--- src/hdl/lmns_pkg.sv ---
// Shared constants for the link master node supervision block.
// Assumes a single 25 MHz system clock and a synchronous active-low reset.
package lmns_pkg;
  // ==========================================================================
  // Link and node limits
  localparam int              NODE_MAX    = 14;
  localparam int              ADDR_W      = 4;
  localparam int              SLOT_W      = 5;
  localparam logic [3:0]      FIRST_ADDR  = 4'h1;
  localparam int              PD_MAX_BITS = 128;
  localparam int              PD_LEN_W    = 8;
  // Consecutive unanswered polls before a node counts as lost
  localparam int              MISS_W      = 2;
  localparam logic [1:0]      MISS_LAST   = 2'h2;
  // ==========================================================================
  // Station address switches
  localparam logic [3:0]      DIGIT_MAX       = 4'h9;
  localparam logic [6:0]      TENS_WEIGHT     = 7'h0A;
  localparam logic [6:0]      STATION_DEFAULT = 7'h03;
  localparam logic [6:0]      STATION_MAX     = 7'h63;
  localparam logic [2:0]      SW_SETTLE       = 3'h4;
  // ==========================================================================
  // Fieldbus rate detection
  localparam int              CLK_HZ      = 25_000_000;
  localparam int              BAUD_N      = 9;
  localparam int              BAUD_IDX_W  = 4;
  localparam int              BAUD_HZ [BAUD_N] = '{9600, 19200, 93750, 187500, 500000,
                                                   1500000, 3000000, 6000000, 12000000};
endpackage

--- src/hdl/lmns_stream_if.sv ---
// Valid/ready word stream between the supervisor and its FIFO.
// Assumes both ends sit on the same clock.
`timescale 1ns/10ps
interface lmns_stream_if #(parameter int WIDTH = 8);
  logic             valid;
  logic             ready;
  logic [WIDTH-1:0] data;
  modport src (output valid, output data, input ready);
  modport snk (input valid, input data, output ready);
endinterface

--- src/hdl/lmns_baud_detect.sv ---
// Fieldbus transfer rate detection from the shortest pulse on the line.
// Assumes rxd is already synchronised to clock.
`timescale 1ns/10ps
module lmns_baud_detect #(
  parameter int EDGE_WIN = 64,
  parameter int RUN_W    = 12
) (
  // System
  input  wire logic                          clock,
  input  wire logic                          resetn,
  // Line and result
  input  wire logic                          rxd,
  output logic      [lmns_pkg::BAUD_IDX_W-1:0] rate_idx,
  output logic                               rate_valid
);
  import lmns_pkg::*;

  logic             prev;
  logic [RUN_W-1:0] run;
  logic [RUN_W-1:0] min_run;
  logic [RUN_W-1:0] next_min;
  logic [7:0]       edges;
  logic             edge_seen;

  // Nearest rate: pick the fastest rate whose midpoint still exceeds the run
  function automatic logic [BAUD_IDX_W-1:0] classify(input logic [RUN_W-1:0] r);
    logic [BAUD_IDX_W-1:0] idx;
    int unsigned           mid;
    idx = '0;
    for (int i = 1; i < BAUD_N; i++) begin
      mid = (CLK_HZ / BAUD_HZ[i-1] + CLK_HZ / BAUD_HZ[i]) / 2;
      if (32'(r) < mid) begin
        idx = BAUD_IDX_W'(i);
      end
    end
    return idx;
  endfunction

  assign edge_seen = (rxd != prev);
  assign next_min  = (run < min_run) ? run : min_run;

  always_ff @(posedge clock) begin
    if (!resetn) begin
      prev       <= 1'b1;
      run        <= '0;
      min_run    <= '1;
      edges      <= '0;
      rate_idx   <= '0;
      rate_valid <= 1'b0;
    end else begin
      prev <= rxd;
      if (edge_seen) begin
        run <= RUN_W'(1);
        if (edges == 8'(EDGE_WIN - 1)) begin
          // Window closes: classify and start measuring afresh
          rate_idx   <= classify(next_min);
          rate_valid <= 1'b1;
          min_run    <= '1;
          edges      <= '0;
        end else begin
          min_run <= next_min;
          edges   <= edges + 8'h01;
        end
      end else if (run != '1) begin
        run <= run + RUN_W'(1);
      end
    end
  end
endmodule // lmns_baud_detect

--- src/hdl/lmns_fifo.sv ---
// Synchronous FIFO with valid/ready on both sides.
// Assumes DEPTH is a power of two so pointers wrap naturally.
`timescale 1ns/10ps
module lmns_fifo #(
  parameter int WIDTH = 8,
  parameter int DEPTH = 8
) (
  // System
  input wire logic clock,
  input wire logic resetn,
  // Streams
  lmns_stream_if.snk in_s,
  lmns_stream_if.src out_s
);
  localparam int PW = $clog2(DEPTH);
  localparam int CW = $clog2(DEPTH + 1);

  logic [WIDTH-1:0] mem [DEPTH];
  logic [PW-1:0]    wr_ptr;
  logic [PW-1:0]    rd_ptr;
  logic [CW-1:0]    count;
  logic [CW-1:0]    next_count;
  logic             nonempty;
  logic             push;
  logic             pop;

  assign push        = in_s.valid && in_s.ready;
  assign pop         = nonempty && out_s.ready;
  assign in_s.ready  = (count != CW'(DEPTH));
  assign out_s.valid = nonempty;
  assign out_s.data  = mem[rd_ptr];
  assign next_count  = count + CW'(push) - CW'(pop);

  always_ff @(posedge clock) begin
    if (push) begin
      mem[wr_ptr] <= in_s.data;
    end
  end

  always_ff @(posedge clock) begin
    if (!resetn) begin
      wr_ptr   <= '0;
      rd_ptr   <= '0;
      count    <= '0;
      nonempty <= 1'b0;
    end else begin
      wr_ptr   <= wr_ptr + PW'(push);
      rd_ptr   <= rd_ptr + PW'(pop);
      count    <= next_count;
      nonempty <= (next_count != '0);
    end
  end
endmodule // lmns_fifo

--- src/hdl/lmns_top.sv ---
// Supervisor of slave nodes for the link master, with station address
// capture, fieldbus rate detection and a data FIFO toward the upstream side.
// Assumes a link engine that performs each poll and answers with poll_done.
//
// Contract
// - Master keeps polling every configured node throughout operation; polling pauses while the upstream FIFO is full.
// - Link fault indicator goes off once all configured nodes communicate.
// - Silent node lights its own indicator; master reports fault upstream.
// - On node loss master clears its live bit and lights own indicator.
// - Data exchange with remaining nodes continues while one node is missing.
// - Returning node clears fault; master clears indicator when config complete.
// - Configured input and output data length never exceeds 128 bits.
// - Station address is tens*10+units, range 0 to 99, default 3.
// - Address switches sampled once after reset, later changes ignored.
// - Fieldbus transfer rate detected automatically, 9.6 to 12000 kBaud.
// - Node address 1 maps to slot 0, each next address to next slot.
// - Combined node takes two slots, shifting every later slot by one.
// - Configuration mismatching present nodes keeps station not accepted; code checks missing nodes and the one probe address only.
// - At most fourteen slave nodes, each with its own address.
`timescale 1ns/10ps
module lmns_top #(
  parameter int PAYLOAD_W  = 16,
  parameter int FIFO_DEPTH = 8,
  parameter int EDGE_WIN   = 64
) (
  // System
  input  wire logic                              clock,
  input  wire logic                              resetn,
  // Station address switches and fieldbus line
  input  wire logic [3:0]                        station_address_tens_switch,
  input  wire logic [3:0]                        station_address_units_switch,
  input  wire logic                              fb_rxd,
  // Configuration from the fieldbus master
  input  wire logic                              cfg_load,
  input  wire logic [lmns_pkg::ADDR_W-1:0]       cfg_node_count,
  input  wire logic [lmns_pkg::NODE_MAX-1:0]     cfg_combi_mask,
  input  wire logic [lmns_pkg::PD_LEN_W-1:0]     cfg_in_bits,
  input  wire logic [lmns_pkg::PD_LEN_W-1:0]     cfg_out_bits,
  // Link engine
  output logic                                   poll_req,
  output logic      [lmns_pkg::ADDR_W-1:0]       poll_addr,
  input  wire logic                              poll_done,
  input  wire logic                              poll_answered,
  input  wire logic                              poll_data_valid,
  input  wire logic                              poll_second,
  input  wire logic [PAYLOAD_W-1:0]              poll_data,
  // Upstream data stream: {slot, payload}
  output logic                                   up_valid,
  input  wire logic                              up_ready,
  output logic      [lmns_pkg::SLOT_W+PAYLOAD_W-1:0] up_data,
  // Status
  output logic      [lmns_pkg::NODE_MAX-1:0]     live_bits,
  output logic      [lmns_pkg::ADDR_W-1:0]       live_count,
  output logic                                   link_fault_led,
  output logic                                   fault_report,
  output logic                                   fault_event,
  output logic                                   station_accepted,
  output logic                                   cfg_error,
  output logic      [6:0]                        station_address,
  output logic                                   station_address_valid,
  output logic      [lmns_pkg::BAUD_IDX_W-1:0]   baud_idx,
  output logic                                   baud_valid
);
  import lmns_pkg::*;

  localparam int WORD_W = SLOT_W + PAYLOAD_W;

  typedef enum logic [1:0] {ST_IDLE, ST_ISSUE, ST_WAIT} lmns_state_e;

  // ==========================================================================
  // Helpers
  function automatic logic [NODE_MAX-1:0] low_mask(input logic [ADDR_W-1:0] n);
    logic [NODE_MAX-1:0] m;
    m = '0;
    for (int i = 0; i < NODE_MAX; i++) begin
      m[i] = (ADDR_W'(i) < n);
    end
    return m;
  endfunction

  function automatic logic [ADDR_W-1:0] pop_count(input logic [NODE_MAX-1:0] v);
    logic [ADDR_W-1:0] c;
    c = '0;
    for (int i = 0; i < NODE_MAX; i++) begin
      c = c + ADDR_W'(v[i]);
    end
    return c;
  endfunction

  // ==========================================================================
  // Pin synchronisers
  logic [3:0] tens_s1;
  logic [3:0] tens_s2;
  logic [3:0] units_s1;
  logic [3:0] units_s2;
  logic       rxd_s1;
  logic       rxd_s2;

  always_ff @(posedge clock) begin
    tens_s1  <= station_address_tens_switch;
    tens_s2  <= tens_s1;
    units_s1 <= station_address_units_switch;
    units_s2 <= units_s1;
    rxd_s1   <= fb_rxd;
    rxd_s2   <= rxd_s1;
  end

  // ==========================================================================
  // Station address, caught once after reset release
  logic [2:0] settle;

  always_ff @(posedge clock) begin
    if (!resetn) begin
      settle                <= '0;
      station_address       <= STATION_DEFAULT;
      station_address_valid <= 1'b0;
    end else if (!station_address_valid) begin
      if (settle != SW_SETTLE) begin
        settle <= settle + 3'h1;
      end else begin
        // An illegal digit falls back to the factory address
        if (tens_s2 > DIGIT_MAX || units_s2 > DIGIT_MAX) begin
          station_address <= STATION_DEFAULT;
        end else begin
          station_address <= 7'(tens_s2) * TENS_WEIGHT + 7'(units_s2);
        end
        station_address_valid <= 1'b1;
      end
    end
  end

  // ==========================================================================
  // Fieldbus rate detection
  lmns_baud_detect #(
    .EDGE_WIN (EDGE_WIN)
  ) u_baud (
    .clock      (clock),
    .resetn     (resetn),
    .rxd        (rxd_s2),
    .rate_idx   (baud_idx),
    .rate_valid (baud_valid)
  );

  // ==========================================================================
  // Configuration
  logic                cfg_ok;
  logic [ADDR_W-1:0]   node_count;
  logic [NODE_MAX-1:0] cfg_mask;
  logic [NODE_MAX-1:0] combi_mask;
  logic                cfg_bad;

  assign cfg_bad = (cfg_in_bits > PD_LEN_W'(PD_MAX_BITS))
                || (cfg_out_bits > PD_LEN_W'(PD_MAX_BITS))
                || (cfg_node_count > ADDR_W'(NODE_MAX))
                || (cfg_node_count == '0);

  always_ff @(posedge clock) begin
    if (!resetn) begin
      cfg_ok     <= 1'b0;
      cfg_error  <= 1'b0;
      node_count <= '0;
      cfg_mask   <= '0;
      combi_mask <= '0;
    end else if (cfg_load) begin
      // An oversized or overfull configuration is refused outright
      cfg_ok     <= !cfg_bad;
      cfg_error  <= cfg_bad;
      node_count <= cfg_bad ? '0 : cfg_node_count;
      cfg_mask   <= cfg_bad ? '0 : low_mask(cfg_node_count);
      combi_mask <= cfg_bad ? '0 : cfg_combi_mask & low_mask(cfg_node_count);
    end
  end

  // ==========================================================================
  // Poll sequencer: addresses 1..count, plus one probe above the last unless count is fourteen
  lmns_state_e       state;
  logic [ADDR_W-1:0] last_addr;
  logic              done_ok;
  logic              node_hit;
  logic              probe_hit;
  logic [ADDR_W-1:0] hit_idx;
  logic              room;

  assign last_addr = (node_count == ADDR_W'(NODE_MAX)) ? node_count : node_count + FIRST_ADDR;
  assign done_ok   = (state == ST_WAIT) && poll_done;
  assign node_hit  = done_ok && cfg_ok && (poll_addr <= node_count);
  assign probe_hit = done_ok && cfg_ok && (poll_addr > node_count);
  assign hit_idx   = poll_addr - FIRST_ADDR;

  always_ff @(posedge clock) begin
    if (!resetn) begin
      state     <= ST_IDLE;
      poll_req  <= 1'b0;
      poll_addr <= FIRST_ADDR;
    end else begin
      poll_req <= 1'b0;
      case (state)
        ST_IDLE: begin
          poll_addr <= FIRST_ADDR;
          if (cfg_ok) begin
            state <= ST_ISSUE;
          end
        end
        ST_ISSUE: begin
          // Wait for FIFO room so an answer is never dropped
          if (!cfg_ok) begin
            state <= ST_IDLE;
          end else if (room) begin
            poll_req <= 1'b1;
            state    <= ST_WAIT;
          end
        end
        ST_WAIT: begin
          if (poll_done) begin
            // A silent node does not stop the round
            state     <= ST_ISSUE;
            poll_addr <= (poll_addr >= last_addr) ? FIRST_ADDR : poll_addr + FIRST_ADDR;
          end
        end
        default: begin
          state <= ST_IDLE;
        end
      endcase
    end
  end

  // ==========================================================================
  // Per-node live bit and miss counter
  logic [NODE_MAX-1:0] lost_vec;
  logic                lost_now;

  generate
    for (genvar g = 0; g < NODE_MAX; g++) begin : g_node
      logic              live_r;
      logic [MISS_W-1:0] miss;
      logic              mine;

      assign mine         = node_hit && (hit_idx == ADDR_W'(g));
      assign lost_vec[g]  = mine && !poll_answered && live_r && (miss == MISS_LAST);
      assign live_bits[g] = live_r;

      always_ff @(posedge clock) begin
        if (!resetn) begin
          live_r <= 1'b0;
          miss   <= '0;
        end else if (mine) begin
          if (poll_answered) begin
            live_r <= 1'b1;
            miss   <= '0;
          end else if (miss == MISS_LAST) begin
            live_r <= 1'b0;
          end else begin
            miss <= miss + MISS_W'(1);
          end
        end
      end
    end
  endgenerate

  assign lost_now = |lost_vec;

  // ==========================================================================
  // Fault indication and acceptance
  logic complete;
  logic extra_seen;

  // A node being lost in this cycle already counts as missing, so the
  // indicator lights together with the loss event, not a cycle later
  assign complete = cfg_ok && (((live_bits & ~lost_vec) & cfg_mask) == cfg_mask);

  always_ff @(posedge clock) begin
    if (!resetn) begin
      extra_seen <= 1'b0;
    end else if (cfg_load) begin
      extra_seen <= 1'b0;
    end else if (probe_hit) begin
      extra_seen <= poll_answered;
    end
  end

  always_ff @(posedge clock) begin
    if (!resetn) begin
      link_fault_led   <= 1'b1;
      fault_report     <= 1'b0;
      fault_event      <= 1'b0;
      station_accepted <= 1'b0;
      live_count       <= '0;
    end else begin
      link_fault_led   <= !complete;
      fault_report     <= cfg_ok && !complete;
      fault_event      <= lost_now;
      station_accepted <= complete && !extra_seen;
      // Duplicate addresses are not seen here; the count lets the controller check
      live_count       <= pop_count(live_bits);
    end
  end

  // ==========================================================================
  // Data path into the FIFO, tagged with the module slot
  logic [SLOT_W-1:0] slot;

  assign slot = SLOT_W'(hit_idx)
              + SLOT_W'(pop_count(combi_mask & low_mask(hit_idx)))
              + SLOT_W'(poll_second && combi_mask[hit_idx]);

  lmns_stream_if #(.WIDTH(WORD_W)) wr_s ();
  lmns_stream_if #(.WIDTH(WORD_W)) rd_s ();

  assign wr_s.valid = node_hit && poll_answered && poll_data_valid;
  assign wr_s.data  = {slot, poll_data};
  assign room       = wr_s.ready;
  assign rd_s.ready = up_ready;
  assign up_valid   = rd_s.valid;
  assign up_data    = rd_s.data;

  lmns_fifo #(
    .WIDTH (WORD_W),
    .DEPTH (FIFO_DEPTH)
  ) u_fifo (
    .clock  (clock),
    .resetn (resetn),
    .in_s   (wr_s),
    .out_s  (rd_s)
  );
endmodule // lmns_top

--- config.mk ---
export PLATFORM = sky130hd
export DESIGN_NAME = lmns_top
export DESIGN_NICKNAME = d
export VERILOG_FILES = /design/src/hdl/lmns_pkg.sv /design/src/hdl/lmns_stream_if.sv /design/src/hdl/lmns_baud_detect.sv /design/src/hdl/lmns_fifo.sv /design/src/hdl/lmns_top.sv
export SDC_FILE = /design/constraint.sdc
export NUM_CORES = 1
export LEC_CHECK = 0
export ABC_AREA = 1
export BUFFER_PORTS_ARGS = -buffer_cell sky130_fd_sc_hd__buf_2
export CAP_MARGIN = 20
export CORE_ASPECT_RATIO = 1.2
export CORE_UTILIZATION = 60
export CTS_BUF_LIST = sky130_fd_sc_hd__clkbuf_4 sky130_fd_sc_hd__clkbuf_8
export DETAILED_ROUTE_END_ITERATION = 16
export GPL_TIMING_DRIVEN = 0
export HOLD_SLACK_MARGIN = 0.15
export PLACE_DENSITY = 0.88
export SETUP_SLACK_MARGIN = 0.4
export SYNTH_ARGS = -nofsm -noshare
export SYNTH_HDL_FRONTEND = slang
export SYNTH_SLANG_ARGS = --single-unit
--- constraint.sdc ---
create_clock -name clock -period 6 [get_ports clock]
set_clock_uncertainty 0.15 [all_clocks]
set_input_delay 1.2 -clock clock [delete_from_list [all_inputs] [get_ports clock]]
set_output_delay 1.2 -clock clock [all_outputs]
set_load 0.02 [all_outputs]
# Word level (Yosys, flattened, before mapping)
# Memory sizes are Yosys's and may differ from the RTL's. A register that Yosys moved wholly into a read port is not among the register bits.
# Index checks and enable logic that the tools add are counted.
# word_totals
ff_bits,170
word_cells,447
inputBits,67
out_inout_bits,63
ram_bits,168
memories,1
# classes
bitwise_logic,8
addsub,53
n_mux,90
eq_ne,53
multipliers,1
reduce_logical,133
n_lt_le_gt_ge,46
# mem_list
name,depth,word_bits,read_ports,rd_clocked_by_memory_dff,wr,line_no,rtl
u_fifo.mem,8,21,1,1,1,lmns_fifo.sv:18,logic [WIDTH-1:0] mem [DEPTH];
# ops
cell,n
$add 4x1->4,21
$logic_and 1x1->1,68
$mux 2,34
$reduce_and 2->1,32
$and 14x14->14,4
$lt 4x4->1 const A,12
$mux 1,37
$lt 3x4->1 const A,8
$ne 2x2->1 const B,16
$reduce_bool 2->1,16
$eq 2x2->1 const B,15
$add 2x1->2 const B,14
$eq 4x4->1 const B,7
$mux 14,2
$mux 12,2
$mux 4,5
$eq 4x3->1 const B,4
$gt 8x8->1 const B,2
$lt 1x4->1 const A,4
$lt 2x4->1 const A,4
$mux 3,5
$eq 14x14->1,1
$not 14->14,1
$reduce_or 14->1,1
other kinds (50),69

# Logic depth before layout (Yosys ltp)
# depth
ltp_word,18
mapped_depth,24
depth_no_buf,23

# Hierarchy
# A second synthesis with hierarchy kept.
# hier_totals
cells_unflattened,2000
area_unflattened_um2,16736.1
# by_module_without_submodules
mod,cells_per_inst,area_per_inst_um2,n_inst
lmns_fifo,796,7813.7,1
lmns_top,863,6593.8,1
lmns_baud_detect,341,2328.5,1

# Worst setup path before layout
# Ideal clock, no wire load.
# synth_timing
path_kind,reg-to-reg
start,register poll_addr[0] (netlist name)
end,"memory u_fifo.mem[0][20] (netlist name), data pin"
stages_incl_launch_ff,23
setup_slack_ps,409
arrival_time_ps,5218
synth_period_minus_slack_ps,5591
cell_sequence,dfxtp_1 buf_2 clkinv_1 ha_1 or2_1 nand2_2 inv_2 nor2_2 inv_2 o21ai_0 xor2_1 ha_1 inv_1 fa_1 fa_1 inv_1 fa_1 ha_1 inv_1 fa_1 o21ai_0 a21oi_1 xor2_1
# synth_via
elab_chain_len,18
elab_cells_between_ends,34
# synth_lines
element,line_no,rtl
"start, declared",lmns_top.sv:41,"output logic [lmns_pkg::ADDR_W-1:0] poll_addr,"
"start signal, assigned",lmns_top.sv:217,poll_addr <= (poll_addr >= last_addr) ? FIRST_ADDR : poll_addr + FIRST_ADDR;
$sub 4x1->4 (*),lmns_top.sv:188,assign hit_idx = poll_addr - FIRST_ADDR;
$lt 1x4->1,lmns_top.sv:76,m[i] = (ADDR_W'(i) < n);
$and 14x14->14,lmns_top.sv:303,+ SLOT_W'(pop_count(combi_mask & low_mask(hit_idx)))
$add 1x1->2,lmns_top.sv:85,c = c + ADDR_W'(v[i]);
$add 2x1->3,lmns_top.sv:85,
$add 3x1->4,lmns_top.sv:85,
$add 4x1->4 (10 in series),lmns_top.sv:85,
$add 4x4->5,lmns_top.sv:303,
$add 5x1->5 (*),lmns_top.sv:304,+ SLOT_W'(poll_second && combi_mask[hit_idx]);
via slot[4],lmns_top.sv:300,logic [SLOT_W-1:0] slot;
"end, declared",lmns_fifo.sv:18,
# Mark *: on every way through the listed nets, which the timed path passes. The rest lies on a longest branch. The select of a mux whose other input is x is not followed.

# Final worst setup path
# layout_timing
start,register poll_addr[0] (netlist name)
end,"memory u_fifo.mem[7][20] (netlist name), data pin"
# The elaborated chain is that of the path after synthesis.

==> impl_results.md <==
- CORE AREA: 25,700 µm²
- Worst hold path class: reg -> reg
- Number of flops mapped to enable cells by yosys: 168
- Global-route wire length before repair: 64,300 µm
- Nets: 2,070
- Rel. slew slack: 32.6%
- Port bufs: 128
- CP max FO: 12
- Critical path arrival: 5.52 ns
- Ys async rst share: 0%
- Drt first pass iters: 5
- Least-Margin Pin Slew: 1.01 ns
- Post-Syn Nets: 1,875
- Initial antenna violation count: 0
- Final hold vios: 0
- Total die area: 27,000 µm²
- Clk slew on worst S/H paths: 0.06 ns
- IO Count: 130
- Post-DRT Antenna Nets: 0
- Share of cells above drive strength 1: 17.1%
- DR vias: 13,000
- Slowest cell on crit path: fa_1
- Final core utilization: 70.9%
- Num rows: 64
- Inserted Diodes: 0
- Vias in the first global route: 13,300
- Top cell by count, worst path: fa_1
- Crit-path max cell delay: 0.54 ns
- DIE HEIGHT: 180 µm
- Yosys warnings: 0
- Req. time, crit path: 6.18 ns
- Worst-path cell chain: buf_8, inv_8, ha_1, or2_1, nand2_4, inv_4, nor2_4, inv_4, o211ai_1, fa_1, fa_1, fa_1, inv_1, fa_1, ha_1, inv_1, fa_2, o21ai_2, a21oi_2, xor2_2, buf_4
- Gp weighted congestion: 0.954
- Routed vias/inst: 5.68
- CP top delay family: adder cells
- Clock tree buffer depth: 3
- Post-route minimum period: 5.33 ns
- Period utilisation layout: 88.9%
- Number of CTS-inserted buffers: 50
- Worst-Skew Late Latency: 0.60 ns
- Final setup viols: 0
- RSZ-0062 raised after global routing: false
- Drt total wl: 40,100 µm
- Drt wl/cell: 17.6 µm
- GRT overflow: 0
- Worst path bufs/invs: 7
- Register-to-register setup slack: 0.67 ns
- Sequential share of the synthesized area: 53.2%
- WS Path Type: reg -> reg
- Die width: 150 µm
- Largest net degree at the start of global routing: 15
- Mapped Avg Cell Area: 9.22 µm²
- FMAX: 0.187 GHz
- Power Dens Cells: 287 nW/µm²
- Placed wire-length estimate: 28,500 µm
- Total Routing Usage GR: 30.2%
- Mapped cell area: 15,800 µm²
- Crit end category: flop
- H-tree lvl count: 2
- Clk root buf: clkbuf_8
- Initial DRC count: 1,091
- Startpoint Class: flop
- Flops & latches, synth: 336
- CTS tree: built
- Residual DRC: 0
- Status: complete, no violations
- Max VDD drop: 0.219 mV
- Setup_tns: 0 ns
- Synth unique cells: 54
- Layout area overhead: 15.2%
- Top_reg_cell synth: edfxtp_1
- Gate Count Post-Synth: 1,716
- Power Total: 0.00522 W
- Final Max Tran Viols: 0
- Max-Cap Viols: 0
- Initial Utilization: 61.5%
- # clock sinks: 336
- Leak: 7.42 nW
where the power goes:
part | switching, W | internal [W] | total, W
combinational | 0.000548 | 0.000247 | 0.000794
clock | 0.000888 | 0.00106 | 0.00194
sequential | 0.0000348 | 0.00245 | 0.00249
total | 0.00147 | 0.00375 | 0.00522
cell usage in the layout, fill, tap and decap left out, types with 14 or more instances in the layout:
cell and n:
nand2_2 17, o21ai_0 160, nand3_1 56, a211oi_1 22
fa_1 21, nand2_1 213, ha_1 69, a31oi_1 23
o22ai_1 36, clkbuf_4 20, clkbuf_1 48, clkbuf_8 58
dfxtp_1 166, inv_1 205, nor2_1 246, a21oi_1 84
nand4_1 14, buf_4 17, buf_2 130, edfxtp_1 168
xor2_1 15
final timing paths:
path                start                end  depth (start not counted)
max          poll_addr[0]  u_fifo.mem[7][20]                         21
min           units_s1[3]        units_s2[3]                          0
max reg2reg  poll_addr[0]  u_fifo.mem[7][20]                         21
min reg2reg   units_s1[3]        units_s2[3]                          0
flip-flops by register name, indices dropped and copies added (netlist names), 7 cells and up:
name	count
cfg_mask	13
station_address	7
u_fifo.mem	168
g_node.miss	28
u_baud.run	12
g_node.live_r	14
u_baud.edges	8
combi_mask	14
u_baud.min_run	12
cell usage after synthesis (all sizes together), types with 6 or more instances:
cell    count  area [µm²]
ha         70         876
a21oi      86         442
nand2     232         923
inv       213         802
dfxtp     168        3360
nand3      60         335
xor2       16         140
a211oi     22         165
o31ai       6        50.1
o22ai      36         225
a31oi      23         144
edfxtp    168        5040
nand4      15         100
nor2      263        1040
buf        27         184
nor3       26         155
clkbuf     48         180
o211ai      8        60.1
xnor2       8        70.1
o21ai     165         826
fa         22         440
or2         9        56.3
through the flow:
| step | hold slack [ns] | std cells | instance area, µm² | setup slack [ns] |
|---|---|---|---|---|
| 3_3_place_gp | 0.161 | 2174 | 16900 | -0.324 |
| 4_1_cts | 0.179 | 2280 | 18200 | 0.422 |
| 5_1_grt | 0.181 | 2280 | 18200 | 0.435 |
| 3_5_place_dp | 0.165 | 2188 | 17100 | -0.481 |
| 2_1_floorplan | 0.160 | 1716 | 15800 | 0.409 |
| 6_report | 0.178 | 2280 | 18200 | 0.665 |
kinds of logic (layout without fill, tap and decap cells):
family / Yosys count / after routing / synth area share [%]
buf+inv: 291 / 525 / 7.44
flops: 336 / 336 / 53.2
xor+xnor: 24 / 24 / 1.33
fa+ha+maj: 92 / 92 / 8.32
simple gates: 614 / 614 / 16.9
compound gates: 359 / 359 / 12.8
routing by layer:
metal / vias to the layer above / track usage (%) / share of wire (%) / wire [µm]
met5: - / 0 / 0 / 0
met4: 0 / 13.1 / 3.5 / 1410
met3: 105 / 5.05 / 7.1 / 2840
met2: 538 / 53.7 / 51 / 20500
met1: 6151 / 35.4 / 38 / 15400
li1: 6161 / - / - / -
repair_timing:
action                                  in CTS  in global routing
endpoints found under the setup margin      32                 16
buffers inserted                             1                  0
pin swaps                                    1                  4
resized for setup                           14                 12
hold buffers                                 0                  0
area by class of cell:
cell class	instances	area (µm²)
flip-flops and latches	336	8410
fillers	1849	7490
multi-input cells	1089	6320
clock buffers	78	948
inverters	216	828
repair buffers	143	813
well taps	330	413
plain buffers	75	374
clock inverters	13	104
(Power assumes the default switching activity.)
